$ cat src/pkg/csrc_pkg.sv
package csrc_pkg;
    localparam int NUM_CS = 11;
    localparam int STRAP_W = 8;
    localparam int REG_W = 16;
    localparam int SEL_W = 5;

    // Software register select codes
    localparam logic [4:0] SEL_PA_LO = 5'h00;
    localparam logic [4:0] SEL_PA_HI = 5'h01;
    localparam logic [4:0] SEL_BOOT_BASE = 5'h02;
    localparam logic [4:0] SEL_BOOT_OPT = 5'h03;
    localparam logic [4:0] SEL_BASE0 = 5'h04;
    localparam logic [4:0] SEL_OPT0 = 5'h0F;

    // Pin assignment field encodings
    localparam logic [1:0] PA_DISCRETE = 2'h0;
    localparam logic [1:0] PA_ALT = 2'h1;
    localparam logic [1:0] PA_CS8 = 2'h2;
    localparam logic [1:0] PA_CS16 = 2'h3;
    localparam int PA_BOOT_LSB = 0;
    localparam int PA_LO_CS_FIRST = 2;
    localparam int PA_LO_CS_COUNT = 5;

    // Base register layout
    localparam int BASE_ADDR_MSB = 15;
    localparam int BASE_ADDR_LSB = 3;
    localparam int BLK_MSB = 2;
    localparam int BLK_LSB = 0;
    localparam logic [2:0] BLK_2K = 3'h0;
    localparam logic [2:0] BLK_1M = 3'h7;

    // Option register layout
    localparam int OPT_MODE = 15;
    localparam int OPT_BYTE_MSB = 14;
    localparam int OPT_BYTE_LSB = 13;
    localparam int OPT_RW_MSB = 12;
    localparam int OPT_RW_LSB = 11;
    localparam int OPT_STRB = 10;
    localparam int OPT_ACK_MSB = 9;
    localparam int OPT_ACK_LSB = 6;
    localparam int OPT_SPACE_MSB = 5;
    localparam int OPT_SPACE_LSB = 4;
    localparam int OPT_IPL_MSB = 3;
    localparam int OPT_IPL_LSB = 1;
    localparam int OPT_AVEC = 0;

    localparam logic [1:0] SPACE_CPU = 2'h0;
    localparam logic [1:0] SPACE_USER = 2'h1;
    localparam logic [1:0] SPACE_SUP = 2'h2;
    localparam logic [1:0] SPACE_SU = 2'h3;
    localparam logic [1:0] RW_RSVD = 2'h0;
    localparam logic [1:0] RW_READ = 2'h1;
    localparam logic [1:0] RW_WRITE = 2'h2;
    localparam logic [1:0] RW_BOTH = 2'h3;
    localparam logic [2:0] FC_CPU = 3'h7;

    // Reset values
    localparam logic [15:0] PA_LO_RST = 16'h0557;
    localparam logic [15:0] PA_HI_RST = 16'h0555;
    localparam logic [15:0] BASE_RST = 16'h0000;
    localparam logic [15:0] OPT_RST = 16'h0000;
    localparam logic [15:0] BOOT_BASE_RST = 16'h0007;
    localparam logic [15:0] BOOT_OPT_RST = 16'h7B70;
    localparam logic [7:0] STRAP_RST = 8'hFF;
endpackage

$ cat src/rtl/csrc_strap_sync.sv
`timescale 1ns/1ps
module csrc_strap_sync #(
    parameter int W = 8
) (
    // Clock and reset
    input wire logic clk,
    input wire logic rst_b,
    // Pin side
    input wire logic [W-1:0] pin_in,
    // Filtered level
    output logic [W-1:0] level_out
);
    logic [W-1:0] s1_r;
    logic [W-1:0] s2_r;
    logic [W-1:0] s3_r;
    logic [W-1:0] level_r;

    // No reset on the chain so it keeps tracking the pins while reset is held
    always_ff @(posedge clk) begin
        s1_r <= pin_in;
        s2_r <= s1_r;
        s3_r <= s2_r;
    end

    // A bit changes only when the second and third stages agree; left unreset so
    // the level seen at the release edge is what the pins held during reset
    always_ff @(posedge clk) begin
        level_r <= (s2_r & s3_r) | (level_r & (s2_r ^ s3_r));
    end

    assign level_out = level_r;
endmodule

$ cat src/rtl/csrc_chip_select.sv
`timescale 1ns/1ps
// Operation
// - Reset loads a one into the low bit of the general select pin-assignment fields for selects 0 to 10, select 10 included.
// - Data lines 7 to 1 sampled during reset set the high bits of the general fields.
// - Data lines are weakly pulled high during reset so chip-select use is the default.
// - General select byte-enable fields reset to disabled so they stay inert until set up.
// - General selects reset to base zero, 2K block, async, rw reserved, AS, no wait, CPU space.
// - Reset sets the high bit of the boot pin-assignment field so boot acts as a select.
// - Boot byte-enable resets to both bytes so boot is live without software.
// - Data line 0 sampled during reset picks an 8-bit boot port when low, 16-bit when high.
// - Data line 0 is weakly pulled high during reset so a 16-bit boot port is the default.
// - Boot base resets to zero so the first access to address zero asserts boot select.
// - Boot block size resets to one megabyte.
// - Boot option resets to async, read/write, AS, 13 waits, S/U space, any level, ext vector.
// - On reset release the boot byte-enable field holds binary 11.
// - On an 8-bit port any byte-enable value other than 00 enables the select.
module csrc_chip_select
    import csrc_pkg::*;
(
    // Clock and reset
    input wire logic clk,
    input wire logic rst_b,
    // Data pins used as straps
    input wire logic [csrc_pkg::STRAP_W-1:0] data_in,
    output logic [csrc_pkg::STRAP_W-1:0] data_pull_en,
    output logic cfg_ready,
    // Software register port
    input wire logic sw_wr,
    input wire logic [csrc_pkg::SEL_W-1:0] sw_sel,
    input wire logic [csrc_pkg::REG_W-1:0] sw_wdata,
    output logic [csrc_pkg::REG_W-1:0] sw_rdata,
    // Processor bus
    input wire logic [23:0] bus_addr,
    input wire logic [2:0] bus_fc,
    input wire logic bus_read,
    input wire logic bus_word,
    input wire logic addr_strobe,
    input wire logic data_strobe,
    // Select outputs
    output logic [csrc_pkg::NUM_CS-1:0] cs_b,
    output logic boot_select_out_b
);
    import csrc_pkg::*;

    logic [STRAP_W-1:0] strap;
    logic init_r;
    logic [REG_W-1:0] pin_assign_reg_lo_r;
    logic [REG_W-1:0] pin_assign_reg_hi_r;
    logic [REG_W-1:0] boot_base_reg_r;
    logic [REG_W-1:0] boot_option_reg_r;
    logic [REG_W-1:0] select_base_reg_r [NUM_CS];
    logic [REG_W-1:0] select_option_reg_r [NUM_CS];
    logic [REG_W-1:0] rdata_nxt;
    logic [REG_W-1:0] sw_rdata_r;
    logic [NUM_CS-1:0] cs_hit;
    logic [NUM_CS-1:0] cs_b_r;
    logic boot_hit;
    logic boot_b_r;
    logic [1:0] boot_field;

    csrc_strap_sync #(
        .W(STRAP_W)
    ) u_strap (
        .clk(clk),
        .rst_b(rst_b),
        .pin_in(data_in),
        .level_out(strap)
    );

    // Which strap line feeds each general select's high field bit
    function automatic int strap_line(input int ch);
        if (ch < 3) begin
            return 1;
        end else if (ch < 5) begin
            return ch - 1;
        end else begin
            return (ch > 9) ? 7 : ch - 3;
        end
    endfunction

    function automatic logic [1:0] pa_field(input logic [REG_W-1:0] lo,
                                            input logic [REG_W-1:0] hi, input int ch);
        if (ch < PA_LO_CS_COUNT) begin
            return lo[PA_LO_CS_FIRST + 2*ch +: 2];
        end else begin
            return hi[2*(ch - PA_LO_CS_COUNT) +: 2];
        end
    endfunction

    // Address, space, direction, byte and strobe match for one select
    function automatic logic sel_match(input logic [REG_W-1:0] base,
                                       input logic [REG_W-1:0] opt, input logic [1:0] pa);
        logic [12:0] mask;
        logic [1:0] bytes;
        logic [1:0] space;
        logic [2:0] irq_level_match;
        logic addr_ok;
        logic space_ok;
        logic rw_ok;
        logic byte_ok;
        logic strb_ok;
        mask = 13'h1FFF;
        bytes = opt[OPT_BYTE_MSB:OPT_BYTE_LSB];
        space = opt[OPT_SPACE_MSB:OPT_SPACE_LSB];
        irq_level_match = opt[OPT_IPL_MSB:OPT_IPL_LSB];
        case (base[BLK_MSB:BLK_LSB])
            3'h0: mask = 13'h1FFF;
            3'h1: mask = 13'h1FFC;
            3'h2: mask = 13'h1FF8;
            3'h3: mask = 13'h1FE0;
            3'h4: mask = 13'h1FC0;
            3'h5: mask = 13'h1F80;
            3'h6: mask = 13'h1F00;
            default: mask = 13'h1E00;
        endcase
        addr_ok = ((bus_addr[23:11] ^ base[BASE_ADDR_MSB:BASE_ADDR_LSB]) & mask) == 13'h0000;
        case (space)
            SPACE_CPU: space_ok = (bus_fc == FC_CPU)
                && (irq_level_match == 3'h0 || irq_level_match == bus_addr[3:1]);
            SPACE_USER: space_ok = !bus_fc[2];
            SPACE_SUP: space_ok = bus_fc[2] && bus_fc != FC_CPU;
            default: space_ok = bus_fc != FC_CPU;
        endcase
        case (opt[OPT_RW_MSB:OPT_RW_LSB])
            RW_READ: rw_ok = bus_read;
            RW_WRITE: rw_ok = !bus_read;
            RW_BOTH: rw_ok = 1'b1;
            default: rw_ok = 1'b0;
        endcase
        if (pa == PA_CS16) begin
            byte_ok = (bytes[1] && (!bus_addr[0] || bus_word))
                || (bytes[0] && (bus_addr[0] || bus_word));
        end else begin
            byte_ok = bytes != 2'h0;
        end
        strb_ok = opt[OPT_STRB] ? data_strobe : addr_strobe;
        return pa[1] && addr_ok && space_ok && rw_ok && byte_ok && strb_ok;
    endfunction

    // Goes high at the first edge after release; straps land on that same edge
    always_ff @(posedge clk or negedge rst_b) begin
        if (!rst_b) begin
            init_r <= 1'b0;
        end else begin
            init_r <= 1'b1;
        end
    end

    // Pull-ups stay on until the straps have been taken
    assign data_pull_en = init_r ? {STRAP_W{1'b0}} : {STRAP_W{1'b1}};
    assign cfg_ready = init_r;

    always_ff @(posedge clk or negedge rst_b) begin
        if (!rst_b) begin
            pin_assign_reg_lo_r <= PA_LO_RST;
            pin_assign_reg_hi_r <= PA_HI_RST;
        end else if (!init_r) begin
            pin_assign_reg_lo_r[PA_BOOT_LSB] <= strap[0];
            for (int c = 0; c < NUM_CS; c++) begin
                if (c < PA_LO_CS_COUNT) begin
                    pin_assign_reg_lo_r[PA_LO_CS_FIRST + 2*c + 1] <= strap[strap_line(c)];
                end else begin
                    pin_assign_reg_hi_r[2*(c - PA_LO_CS_COUNT) + 1] <= strap[strap_line(c)];
                end
            end
        end else if (sw_wr && sw_sel == SEL_PA_LO) begin
            pin_assign_reg_lo_r <= sw_wdata;
        end else if (sw_wr && sw_sel == SEL_PA_HI) begin
            pin_assign_reg_hi_r <= sw_wdata;
        end
    end

    always_ff @(posedge clk or negedge rst_b) begin
        if (!rst_b) begin
            boot_base_reg_r <= BOOT_BASE_RST;
            boot_option_reg_r <= BOOT_OPT_RST;
        end else if (init_r && sw_wr && sw_sel == SEL_BOOT_BASE) begin
            boot_base_reg_r <= sw_wdata;
        end else if (init_r && sw_wr && sw_sel == SEL_BOOT_OPT) begin
            boot_option_reg_r <= sw_wdata;
        end
    end

    generate
        for (genvar g = 0; g < NUM_CS; g++) begin : g_cs
            always_ff @(posedge clk or negedge rst_b) begin
                if (!rst_b) begin
                    select_base_reg_r[g] <= BASE_RST;
                    select_option_reg_r[g] <= OPT_RST;
                end else if (init_r && sw_wr && sw_sel == SEL_BASE0 + SEL_W'(g)) begin
                    select_base_reg_r[g] <= sw_wdata;
                end else if (init_r && sw_wr && sw_sel == SEL_OPT0 + SEL_W'(g)) begin
                    select_option_reg_r[g] <= sw_wdata;
                end
            end
            assign cs_hit[g] = sel_match(select_base_reg_r[g], select_option_reg_r[g],
                pa_field(pin_assign_reg_lo_r, pin_assign_reg_hi_r, g));
        end
    endgenerate

    assign boot_field = pin_assign_reg_lo_r[PA_BOOT_LSB +: 2];
    assign boot_hit = sel_match(boot_base_reg_r, boot_option_reg_r, boot_field);

    // Registered selects: one cycle behind the strobes, held off until straps are in
    always_ff @(posedge clk or negedge rst_b) begin
        if (!rst_b) begin
            cs_b_r <= {NUM_CS{1'b1}};
            boot_b_r <= 1'b1;
        end else begin
            cs_b_r <= init_r ? ~cs_hit : {NUM_CS{1'b1}};
            boot_b_r <= !(init_r && boot_hit);
        end
    end

    assign cs_b = cs_b_r;
    assign boot_select_out_b = boot_b_r;

    always_comb begin
        rdata_nxt = 16'h0000;
        if (sw_sel == SEL_PA_LO) begin
            rdata_nxt = pin_assign_reg_lo_r;
        end else if (sw_sel == SEL_PA_HI) begin
            rdata_nxt = pin_assign_reg_hi_r;
        end else if (sw_sel == SEL_BOOT_BASE) begin
            rdata_nxt = boot_base_reg_r;
        end else if (sw_sel == SEL_BOOT_OPT) begin
            rdata_nxt = boot_option_reg_r;
        end else if (sw_sel >= SEL_BASE0 && sw_sel < SEL_OPT0) begin
            rdata_nxt = select_base_reg_r[4'(sw_sel - SEL_BASE0)];
        end else if (sw_sel >= SEL_OPT0 && sw_sel < SEL_OPT0 + SEL_W'(NUM_CS)) begin
            rdata_nxt = select_option_reg_r[4'(sw_sel - SEL_OPT0)];
        end
    end

    always_ff @(posedge clk or negedge rst_b) begin
        if (!rst_b) begin
            sw_rdata_r <= 16'h0000;
        end else begin
            sw_rdata_r <= rdata_nxt;
        end
    end

    assign sw_rdata = sw_rdata_r;
endmodule

$ cat config.mk
export PLATFORM = sky130hd
export DESIGN_NAME = csrc_chip_select
export DESIGN_NICKNAME = d
export VERILOG_FILES = /design/src/pkg/csrc_pkg.sv /design/src/rtl/csrc_strap_sync.sv /design/src/rtl/csrc_chip_select.sv
export SDC_FILE = /design/constraint.sdc
export NUM_CORES = 1
export LEC_CHECK = 0
export BUFFER_PORTS_ARGS = -buffer_cell sky130_fd_sc_hd__buf_2
export CORE_UTILIZATION = 30
export DETAILED_ROUTE_END_ITERATION = 10
export MAX_ROUTING_LAYER = met4
export PLACE_DENSITY = 0.46
export RECOVER_POWER = 25
export SYNTH_ARGS = -nofsm -noshare
export SYNTH_HDL_FRONTEND = slang
export SYNTH_SLANG_ARGS = --single-unit
$ cat constraint.sdc
create_clock -name clk -period 5.6 [get_ports clk]
set_clock_uncertainty 0.2 [all_clocks]
set_input_delay 0.28 -clock clk [delete_from_list [all_inputs] [get_ports clk]]
set_output_delay 0.28 -clock clk [all_outputs]
set_load 0.02 [all_outputs]
==> results of run 1 <==
worst min-delay path: cells and delay by family:
kind                   cells  cell delay [ps]
AND/OR/NAND/NOR            1               90
AO/OA/AOI/OAI              2              320
buffers and inverters      1              120
cells in the mapped netlist, types with 9 or more instances:
cell         n
a211oi_1     9
a21o_1      16
a21oi_1     53
a221oi_1    13
a31oi_1     44
a32oi_1     23
and3_1      13
buf_2       59
buf_4       14
clkbuf_1    96
dfrtp_1    408
dfstp_2     37
dfxtp_1     32
ha_1        16
inv_1       20
mux2_2     416
mux2i_1     95
mux4_2      61
nand2_1    122
nand2b_1    30
nand3_1     32
nand3_2     10
nand4_1     16
nor2_1      48
nor2b_1     12
nor3_1      22
nor4_1      22
o2111ai_1   12
o211ai_1    24
o21ai_0     77
o22ai_1     28
xnor2_1     86
xor2_1      83
flip-flops by register name, summed over array words and instances (netlist names):
signal,count
boot_base_reg_r,16
cs_b,11
cfg_ready,1
boot_select_out_b,1
boot_option_reg_r,16
u_strap.s1_r,8
select_base_reg_r,176
select_option_reg_r,176
sw_rdata,16
u_strap.level_out,8
u_strap.s3_r,8
u_strap.s2_r,8
pin_assign_reg_hi_r,16
pin_assign_reg_lo_r,16
per-layer routing:
layer / GRT usage [%] / wire length (um)
met5: - / 0
met3: 4.095 / 6216
met4: 7.177 / 3227
met2: 33.34 / 42130
met1: 29.29 / 40680
what timing repair did:
action,4_1_cts,5_1_grt
hold buffers,10,0
setup endpoints to repair,0,0
endpoints found under the hold margin,77,0
gates resized for setup,0,0
per-stage QoR:
| step | utilization [%] | hold slack (ps) |
|---|---|---|
| 2_1_floorplan | - | -215.6 |
| 3_3_place_gp | 32.21 | 112.1 |
| 3_5_place_dp | 32.21 | 112.1 |
| 4_1_cts | 34.76 | 13.68 |
| 5_1_grt | 34.73 | 49.98 |
| 6_report | 34.74 | 19.05 |
cells by family (layout without fill, tap and decap cells):
| group | count (synthesis) | in the layout | synth area share, % |
|---|---|---|---|
| xor gates and xnor gates | 169 | 169 | 5.775 |
| DFF | 477 | 477 | 46.12 |
| other | 1 | 8 | 0.01463 |
| AOI/OAI and AO/OA | 365 | 365 | 9.621 |
| and+or+nand+nor | 350 | 350 | 6.922 |
| muxes | 572 | 572 | 27.35 |
| buffers and inverters | 199 | 268 | 3.417 |
| adders and majority gates | 16 | 16 | 0.7810 |
cell type report:
| class | instances | share of cell area [%] |
|---|---|---|
| Timing Repair Buffer | 138 | 2.921 |
| Inverter | 22 | 0.2827 |
| Sequential cell | 477 | 40.47 |
| Clock buffer | 82 | 5.838 |
| Tap cell | 1134 | 4.857 |
| Antenna cell | 7 | 0.05996 |
| Clock inverter | 26 | 1.152 |
| Multi-Input combinational cell | 1473 | 44.42 |
power by group through the flow:
stage          combinational (mW)  sequential (mW)  clock, mW
2_1_floorplan                1.16             4.22          0
3_3_place_gp                 1.68             4.37          0
3_5_place_dp                 1.70             4.40          0
4_1_cts                      1.72             4.34       4.08
5_1_grt                      1.83             4.40       4.23
6_report                     1.70             4.35       4.00
cells in the final DEF (no fill, tap or decap), types with 16 or more instances in the layout:
| cell | count |
|---|---|
| a21o_1 | 16 |
| a21oi_1 | 53 |
| a31oi_1 | 44 |
| a32oi_1 | 23 |
| buf_2 | 89 |
| buf_4 | 35 |
| clkbuf_16 | 61 |
| dfrtp_1 | 408 |
| dfstp_2 | 37 |
| dfxtp_1 | 32 |
| inv_1 | 20 |
| mux2_2 | 416 |
| mux2i_1 | 95 |
| mux4_2 | 61 |
| nand2_1 | 122 |
| nand2b_1 | 30 |
| nand3_1 | 32 |
| nand4_1 | 16 |
| nor2_1 | 47 |
| nor3_1 | 22 |
| nor4_1 | 22 |
| o211ai_1 | 24 |
| o21ai_0 | 77 |
| o22ai_1 | 28 |
| xnor2_1 | 86 |
| xor2_1 | 82 |
worst paths after layout:
path	start	endpoint	slack, ps	cells past startpoint
hold / removal	bus_fc[0]	cs_b[4]$_DFF_PN1_	20	4
min in group asynchronous	rst_b	select_base_reg_r[101]$_DFFE_PN0P_	50	2
hold reg to reg	u_strap.s1_r[3]$_DFF_P_	u_strap.s2_r[3]$_DFF_P_	130	0
setup reg to reg	cfg_ready$_DFF_PN0_	select_base_reg_r[94]$_DFFE_PN0P_	1980	5
max in group asynchronous	rst_b	select_base_reg_r[130]$_DFFE_PN0P_	2250	3
setup / recovery	cfg_ready$_DFF_PN0_	select_base_reg_r[94]$_DFFE_PN0P_	1980	5
==> metrics.csv, run 1 <==
metric,value,unit
status,"finished, violations left",
failing checks,"max-capacitance violations, max-slew violations",
clock-pin slew on the worst setup and hold paths,60,ps
layout cells sized above 1,34.67,%
first-pass GRT wire length,133.7,mm
Rel. slew slack,-65.60,%
Worst-Margin Slew,2484,ps
pwr dens,344.0,nW/um2
post-layout minimum cycle time,3617,ps
worst vdd ir,0.0002302,V
number of synthesized flops with an enable pin,0,
Die Width,294.3,um
fin area,29210,um2
P_int,7.083,mW
CP endpoint kind,register,
Post-CTS Setup Bufs,0,
cell breakdown of the critical path,buf_4 -> nand2_1 -> nor2_1 -> nand3_2 -> mux2_2,
asr flop ratio synth,93.29,%
final hold violation count,0,
Sink Count,477,
Skew-Pair Late Insertion Delay,640,ps
register area share after synthesis,46.12,%
height of the chip,294.3,um
drt via density,5.518,
"Remaining Overflow, GRT",0,
initial core utilization,30.48,%
Unique masters post-synth,68,
Core Region,84090,um2
Total GRT Usage,21.91,%
Max Cap Viol,2,
Logic pwr share,16.9,%
Pins Over Slew Limit,187,
vias in the first global route,18628,
PnR Total Power,10.05,mW
Die ar.,86610,um2
IO Pins,100,
DRT iter0 DRCs,1500,
P_sw,2.965,mW
floorplan row count,106,
Final GP Congestion,0.9331,
Achievable Freq,0.2765,GHz
final wirelength,92.26,mm
top post-synthesis cells by area,"dfrtp_1, mux2_2, mux4_2",
TritonCTS Buffers,57,
"slowest stage delay, CP",960,ps
cell count after synthesis,2149,
final worst-path cycle share,64.59,%
setup ws final,1983,ps
H-tree levels,2,
Worst Path Required,5900,ps
leak pwr,12.68,nW
final net count,2248,
Setup-failing EPs final,0,
largest net degree at the start of global routing,96,
setup total negative slack,0,ps
remaining antenna violation count after routing,0,
"non-filler cells, final",3359,
Crit Path Class,reg -> reg,
wire per inst,27.47,um
Filler cells,8385,
post-DP HPWL,65.30,mm
Synth Cell Area,25630,um2
Worst Path Buf+Inv,1,
FF/Latch Area,11820,um2
Placed Cells,3234,
Multi-input gate area,12970,um2
detailed-router iteration count before antenna repair,5,
yosys warns,0,
pre-CTS setup slack,1943,ps
count of port buffers added during placement,92,
initial antenna violation count,9,
register bit total from synthesis,477,
residual DRC count,0,
clock network power share,39.8,%
syn_area_per_cell,11.93,um2
Max clock buf depth,3,
Area Growth Syn to Fin,13.97,%
cell taking the most area after synthesis,dfrtp_1,
ys flop type,dfrtp_1,
switching part of the total,29.51,%
Synth top area share,39.83,%
critical path's top delay family,simple AND/OR/NAND/NOR gates,
cell at the slowest stage of the critical path,nor2_1,
crit path max fanout,36,
routed via count,18536,
crit path DAT,3910,ps
syn nets,2228,
Min-Delay Path Class,in -> reg,
crit start category,register,
CTS root buf,clkbuf_16,
sequential share of power,43.2,%
Post-Place Cell Area,27080,um2
RSZ-0062 raised after global routing,no,
CTS tree,built,
(Power assumes the default switching activity.)
==> run 2, diff against run 1 <==
Settings changed: PLACE_DENSITY 0.46 to 0.47.
Clock period 5.6 ns to 2.9 ns, I/O delays scaled along.
==> run 2 against run 1 <==
The flow still finishes with violations (max-capacitance violations, max-slew violations). Largest power group unchanged. Largest cell class unchanged. Global-route usage grew 0.11 points. Flip-flop and latch count unchanged. First-iteration DRC count up 19%.
==> metrics.csv, run 2 (same netlist as run 1, synthesis figures left out) <==
metric,value,unit,change
final hold violation count,0,,unchanged
R2R depth,7,,+2
Rel. slew slack,-19.38,%,+46 points
floorplan row count,106,,unchanged
CP endpoint kind,register,,
count of port buffers added during placement,92,,unchanged
Skew-Pair Late Insertion Delay,640,ps,about the same
Setup-failing EPs final,0,,unchanged
Post-Place Cell Area,27790,um2,+2.6%
reg2reg end,cs_b[0]$_DFF_PN1_,,
CTS tree,built,,
Worst Path Buf+Inv,2,,+1
RSZ-0062 raised after global routing,no,,
crit start category,register,,
Critical R2R Launch,cfg_ready$_DFF_PN0_,,
IO Pins,100,,unchanged
initial antenna violation count,5,,-4
"slowest stage delay, CP",530,ps,-430 ps
post-DP HPWL,67.43,mm,+3.3%
routed via count,18919,,+2.1%
remaining antenna violation count after routing,0,,unchanged
Post-CTS Setup Bufs,0,,unchanged
Filler cells,8382,,-0.036%
status,"finished, violations left",,
Worst-Margin Slew,1791,ps,-693.2 ps
Min-Delay Path Class,in -> reg,,
setup total negative slack,0,ps,unchanged
fin area,29910,um2,+2.4%
drt via density,5.471,,-0.86%
"commonest non-fill, non-tap cell in the layout",mux2_2,,
Min-Delay Startpoint,sw_wdata[2],,
hold endpoint,pin_assign_reg_hi_r[2]$_DFFE_PN1P_,,
cell breakdown of the critical path,buf_4 -> o211ai_1 -> or4_1 -> nor4_2 -> buf_4 -> nand4_1 -> a221o_1,,
Die ar.,86610,um2,unchanged
leak pwr,13.05,nW,+2.9%
hold path cells,2,,-2
layout cells sized above 1,35.40,%,+0.73 points
worst vdd ir,0.0004684,V,+100%
Core Region,84090,um2,unchanged
residual DRC count,0,,unchanged
TritonCTS Buffers,55,,-3.5%
pre-CTS setup slack,59.84,ps,-1883 ps
Max clock buf depth,3,,unchanged
Achievable Freq,0.3604,GHz,+30%
pwr dens,622.1,nW/um2,+81%
wire per inst,26.89,um,-2.1%
final wirelength,92.97,mm,+0.78%
vias in the first global route,18685,,+0.31%
Total GRT Usage,22.02,%,+0.11 points
crit path DAT,3080,ps,-830 ps
crit path max fanout,21,,-42%
first-pass GRT wire length,135.0,mm,+1.0%
crit-path most repeated cell,buf_4,,
largest net degree at the start of global routing,57,,-41%
DRT iter0 DRCs,1787,,+19%
Area Growth Syn to Fin,16.70,%,
r2r setup slk,130,ps,-1860 ps
Final GP Congestion,0.9719,,+4.2%
cell at the slowest stage of the critical path,nor4_2,,
Sink Count,477,,unchanged
CTS root buf,clkbuf_16,,
most frequent cells in the layout,"mux2_2, dfrtp_1, nand2_1",,
setup ws final,125.6,ps,-1857 ps
Max Cap Viol,1,,-1
final worst-path cycle share,95.67,%,+31 points
detailed-router iteration count before antenna repair,5,,unchanged
"non-filler cells, final",3458,,+2.9%
post-layout minimum cycle time,2774,ps,-842.7 ps
critical path's top delay family,simple AND/OR/NAND/NOR gates,,
final net count,2352,,+4.6%
"Remaining Overflow, GRT",0,,unchanged
Crit Path Class,reg -> reg,,
Largest regs,"select_base_reg_r (176), select_option_reg_r (176)",,
height of the chip,294.3,um,unchanged
Pins Over Slew Limit,36,,-81%
clock-pin slew on the worst setup and hold paths,60,ps,about the same
Placed Cells,3313,,+2.4%
initial core utilization,30.48,%,unchanged
failing checks,"max-capacitance violations, max-slew violations",,
H-tree levels,2,,unchanged
Worst Path Required,3210,ps,-2690 ps
Die Width,294.3,um,unchanged
[run 2: cell count changes in the layout (fill, tap and decap cells not counted), sizes merged]
cell	change
clkinvlp	-1
inv	-1
bufinv	-6
diode	-2
clkbuf	+21
clkinv	-12
dlygate4sd3	+26
buf	+74
[run 2: through the flow]
stage / power [mW] / hold WS (ps) / util (%)
after global routing: 19.37 / 36.84 / 35.57
after global placement: 11.77 / 48.01 / 33.05
after detailed placement: 11.87 / 49.02 / 33.05
after floorplan: 10.39 / -350.6 / -
final: 18.61 / 11.40 / 35.57
after CTS: 18.76 / 2.446 / 35.58
[run 2: per-layer routing]
| metal | wire length [um] | vias to the layer above | global-route usage [%] |
|---|---|---|---|
| met5 | 0 | - | - |
| met4 | 2415 | 0 | 5.716 |
| met3 | 5633 | 121 | 3.077 |
| met2 | 42810 | 664 | 34.08 |
| met1 | 42110 | 9920 | 30.20 |
| li1 | - | 8214 | - |
[run 2: worst max-delay path by stage]
stage               slack, ps                 from                      to  cells after the start
finish                    130  cfg_ready$_DFF_PN0_       cs_b[0]$_DFF_PN1_                      7
global route              100  cfg_ready$_DFF_PN0_       cs_b[0]$_DFF_PN1_                      7
CTS                         2  cfg_ready$_DFF_PN0_       cs_b[0]$_DFF_PN1_                      7
detailed placement         60  cfg_ready$_DFF_PN0_       cs_b[0]$_DFF_PN1_                      7
global placement          110  cfg_ready$_DFF_PN0_       cs_b[0]$_DFF_PN1_                      7
floorplan                  90            sw_sel[0]  sw_rdata[14]$_DFF_PN0_                     11
[run 2: area by class of cell]
cell class / instances / area [um2] / share of cell area [%]
antenna: 5 / 12.51 / 0.04183
clock buffer: 97 / 1655 / 5.534
multi-input combinational: 1473 / 12980 / 43.40
clock inverter: 6 / 85.08 / 0.2844
timing repair buffer: 244 / 1854 / 6.199
inverter: 22 / 82.58 / 0.2761
tap: 1134 / 1419 / 4.743
sequential: 477 / 11820 / 39.52
[run 2: worst reg2reg max path, cell delays in order, from the launching register on]
cell and delay, ps:
dfrtp_1 350, buf_4 290, o211ai_1 190, or4_1 450
nor4_2 530, buf_4 210, nand4_1 110, a221o_1 320
[run 2: where the power goes]
| group | internal (mW) | switching, mW | leakage, nW |
|---|---|---|---|
| registers | 7.50 | 0.882 | 6.06 |
| clock network | 3.87 | 2.91 | 0.841 |
| logic | 1.65 | 1.80 | 6.15 |
[run 2: timing repair]
item,in CTS,in global routing
gates resized for setup,0,1
hold endpoints to repair,503,0
hold buffers,37,0
endpoints found under the setup margin,0,1
==> run 3, diff against run 2 <==
Settings changed: ABC_AREA set to 1, SYNTH_HIERARCHICAL set to 1.
==> run 3 against run 2 <==
The run still ends with max-capacitance violations, max-slew violations left. Clock power is 7.8% higher. Synthesized cell count up 52%. Non-clock buffer count is 5 higher. Via count rose by 22%. Worst hold slack better by 54 ps. Maximum frequency up 15%. Wire length up 13%. Sequential share of layout area increased by 0.77 points. Total power up 4.0%. Final cell count grew 29%. Register-to-register slack better by 420 ps. Setup slack better by 370 ps. Critical path type is now in -> async.
==> metrics.csv, run 3 <==
metric,value,unit,change
status,"finished, violations left",,
failing checks,"max-capacitance violations, max-slew violations",,
Skew-Pair Late Insertion Delay,640,ps,about the same
number of synthesized flops with an enable pin,0,,unchanged
ys flop type,dfrtp_1,,
Achievable Freq,0.4158,GHz,+15%
"commonest non-fill, non-tap cell in the layout",nand2_1,,
Final GP Congestion,0.9887,,+1.7%
Rel. slew slack,-64.29,%,-45 points
Min-Delay Path Class,in -> reg,,
Area Growth Syn to Fin,17.09,%,
cell taking the most area after synthesis,dfrtp_1,,
syn nets,3347,,+50%
layout cells sized above 1,11.12,%,-24 points
count of port buffers added during placement,92,,unchanged
pwr dens,659.3,nW/um2,+6.0%
"count leader, synth",nand2_1,,
CP endpoint kind,asynchronous set/reset pin,,
post-DP HPWL,74.59,mm,+11%
register area share after synthesis,47.18,%,+1.1 points
first-pass GRT wire length,155.5,mm,+15%
clock-pin slew on the worst setup and hold paths,60,ps,about the same
initial antenna violation count,3,,-2
crit start category,primary input,,
"Remaining Overflow, GRT",0,,unchanged
Hold Worst Slack,65.28,ps,+53.88 ps
Synth top area share,40.74,%,+0.91 points
height of the chip,291.0,um,-1.1%
H-tree levels,2,,unchanged
cell count after synthesis,3268,,+52%
post-layout minimum cycle time,2405,ps,-369.3 ps
final hold violation count,0,,unchanged
Max clock buf depth,3,,unchanged
sequential share of power,43.0,%,-2.0 points
clock network power share,37.8,%,+1.4 points
Post-Place Cell Area,27040,um2,-2.7%
P_sw,6.259,mW,+12%
Total GRT Usage,25.50,%,+3.5 points
Pins Over Slew Limit,11,,-69%
Crit Path Class,in -> async,,
asr flop ratio synth,93.29,%,unchanged
most frequent cells in the layout,"nand2_1, o21ai_0, dfrtp_1",,
Core Region,82370,um2,-2.0%
Setup-failing EPs final,0,,unchanged
final worst-path cycle share,82.94,%,-13 points
Die ar.,84690,um2,-2.2%
residual DRC count,0,,unchanged
pre-CTS setup slack,266.0,ps,+206.1 ps
Post-CTS Setup Bufs,0,,unchanged
CTS root buf,clkbuf_16,,
crit path max fanout,18,,-14%
setup total negative slack,0,ps,unchanged
Die Width,291.0,um,-1.1%
final net count,3431,,+46%
post_cts resized,0,,unchanged
routed via count,23027,,+22%
Placed Cells,4324,,+31%
final wirelength,105.5,mm,+13%
switching part of the total,32.35,%,+2.3 points
CTS tree,built,,
remaining antenna violation count after routing,0,,unchanged
syn_area_per_cell,7.668,um2,-36%
floorplan row count,105,,-0.94%
cell at the slowest stage of the critical path,clkbuf_1,,
Synth Cell Area,25060,um2,-2.2%
register bit total from synthesis,477,,unchanged
vias in the first global route,22089,,+18%
yosys warns,6,,+6
Layout Utilization,35.62,%,+0.049 points
largest net degree at the start of global routing,121,,+110%
Max Cap Viol,1,,unchanged
initial core utilization,30.42,%,-0.060 points
top post-synthesis cells by count,"nand2_1, o21ai_0, dfrtp_1, inv_1, nand3_1",,
CTS Hold Bufs,38,,+2.7%
top post-synthesis cells by area,"dfrtp_1, nand2_1, o21ai_0",,
Sink Count,477,,unchanged
PnR Total Power,19.35,mW,+4.0%
Unique masters post-synth,47,,-31%
setup ws final,494.8,ps,+369.3 ps
Logic pwr share,19.2,%,+0.7 points
Worst Path Required,3450,ps,+240 ps
"slowest stage delay, CP",1740,ps,+1210 ps
drt via density,5.148,,-5.9%
IO Pins,100,,unchanged
"non-filler cells, final",4473,,+29%
Filler cells,8764,,+4.6%
leak pwr,13.40,nW,+2.6%
RSZ-0062 raised after global routing,no,,
cell breakdown of the critical path,dlygate4sd3_1 -> clkbuf_1 -> buf_4,,
TritonCTS Buffers,58,,+5.5%
P_int,13.09,mW,+0.57%
DRT iter0 DRCs,2240,,+25%
wire per inst,23.58,um,-12%
crit path DAT,2950,ps,-130 ps
detailed-router iteration count before antenna repair,6,,+1
worst vdd ir,0.0004360,V,-6.9%
fin area,29340,um2,-1.9%
Largest regs,"select_base_reg_r (176), select_option_reg_r (176)",,
Worst-Margin Slew,2464,ps,+673.6 ps
[run 3: final timing paths]
kind,startpoint,to,slack [ps],depth (start not counted)
min,bus_addr[21],cs_b[1]$_DFF_PN1_,70,5
max,rst_b,boot_option_reg_r[5]$_DFFE_PN1P_,490,3
min reg2reg,u_strap/s1_r[4]$_DFF_P_,u_strap/s2_r[4]$_DFF_P_,130,0
max reg2reg,cfg_ready$_DFF_PN0_,select_option_reg_r[168]$_DFFE_PN0P_,550,7
min in group asynchronous,rst_b,boot_select_out_b$_DFF_PN1_,1440,2
max in group clk,cfg_ready$_DFF_PN0_,select_option_reg_r[168]$_DFFE_PN0P_,550,7
[run 3: logic make-up after synthesis]
family                   Yosys count  synth area share, %
AND/OR/NAND/NOR                 1368                22.01
AO/OA/AOI/OAI                    782                17.06
flip-flops                       477                47.18
buffers and inverters            472                7.594
XOR/XNOR                         152                5.342
adder cells (fa/ha/maj)           16               0.7988
other                              1              0.01496
[run 3: final cells by class]
| type | count | area (um2) | share of cell area, % |
|---|---|---|---|
| tap | 1070 | 1339 | 4.563 |
| inverter | 247 | 929.6 | 3.168 |
| timing repair buffer | 249 | 1978 | 6.741 |
| clock inverter | 24 | 175.2 | 0.5970 |
| multi-input combinational | 2319 | 11360 | 38.71 |
| antenna | 3 | 7.507 | 0.02558 |
| sequential | 477 | 11820 | 40.29 |
| clock buffer | 84 | 1733 | 5.906 |
[run 3: critical path: cells and delay by family]
kind | cells | cell delay, ps
buffers and inverters | 3 | 2770
[run 3: per-layer routing]
layer | wire, um | vias to the layer above | part of all wire, % | track usage (%)
li1 | - | 10861 | - | -
met1 | 47540 | 11201 | 45 | 34.48
met2 | 47710 | 811 | 45 | 39.75
met3 | 6781 | 154 | 6.4 | 3.352
met4 | 3423 | 0 | 3.2 | 7.382
met5 | 0 | - | 0 | -
[run 3: power groups by stage]
stage	logic, mW	clock network, mW	registers [mW]
3_5_place_dp	3.65	0	8.40
2_1_floorplan	2.21	0	8.21
6_report	3.72	7.31	8.31
5_1_grt	4.15	7.70	8.42
4_1_cts	3.71	7.45	8.29
3_3_place_gp	3.61	0	8.40
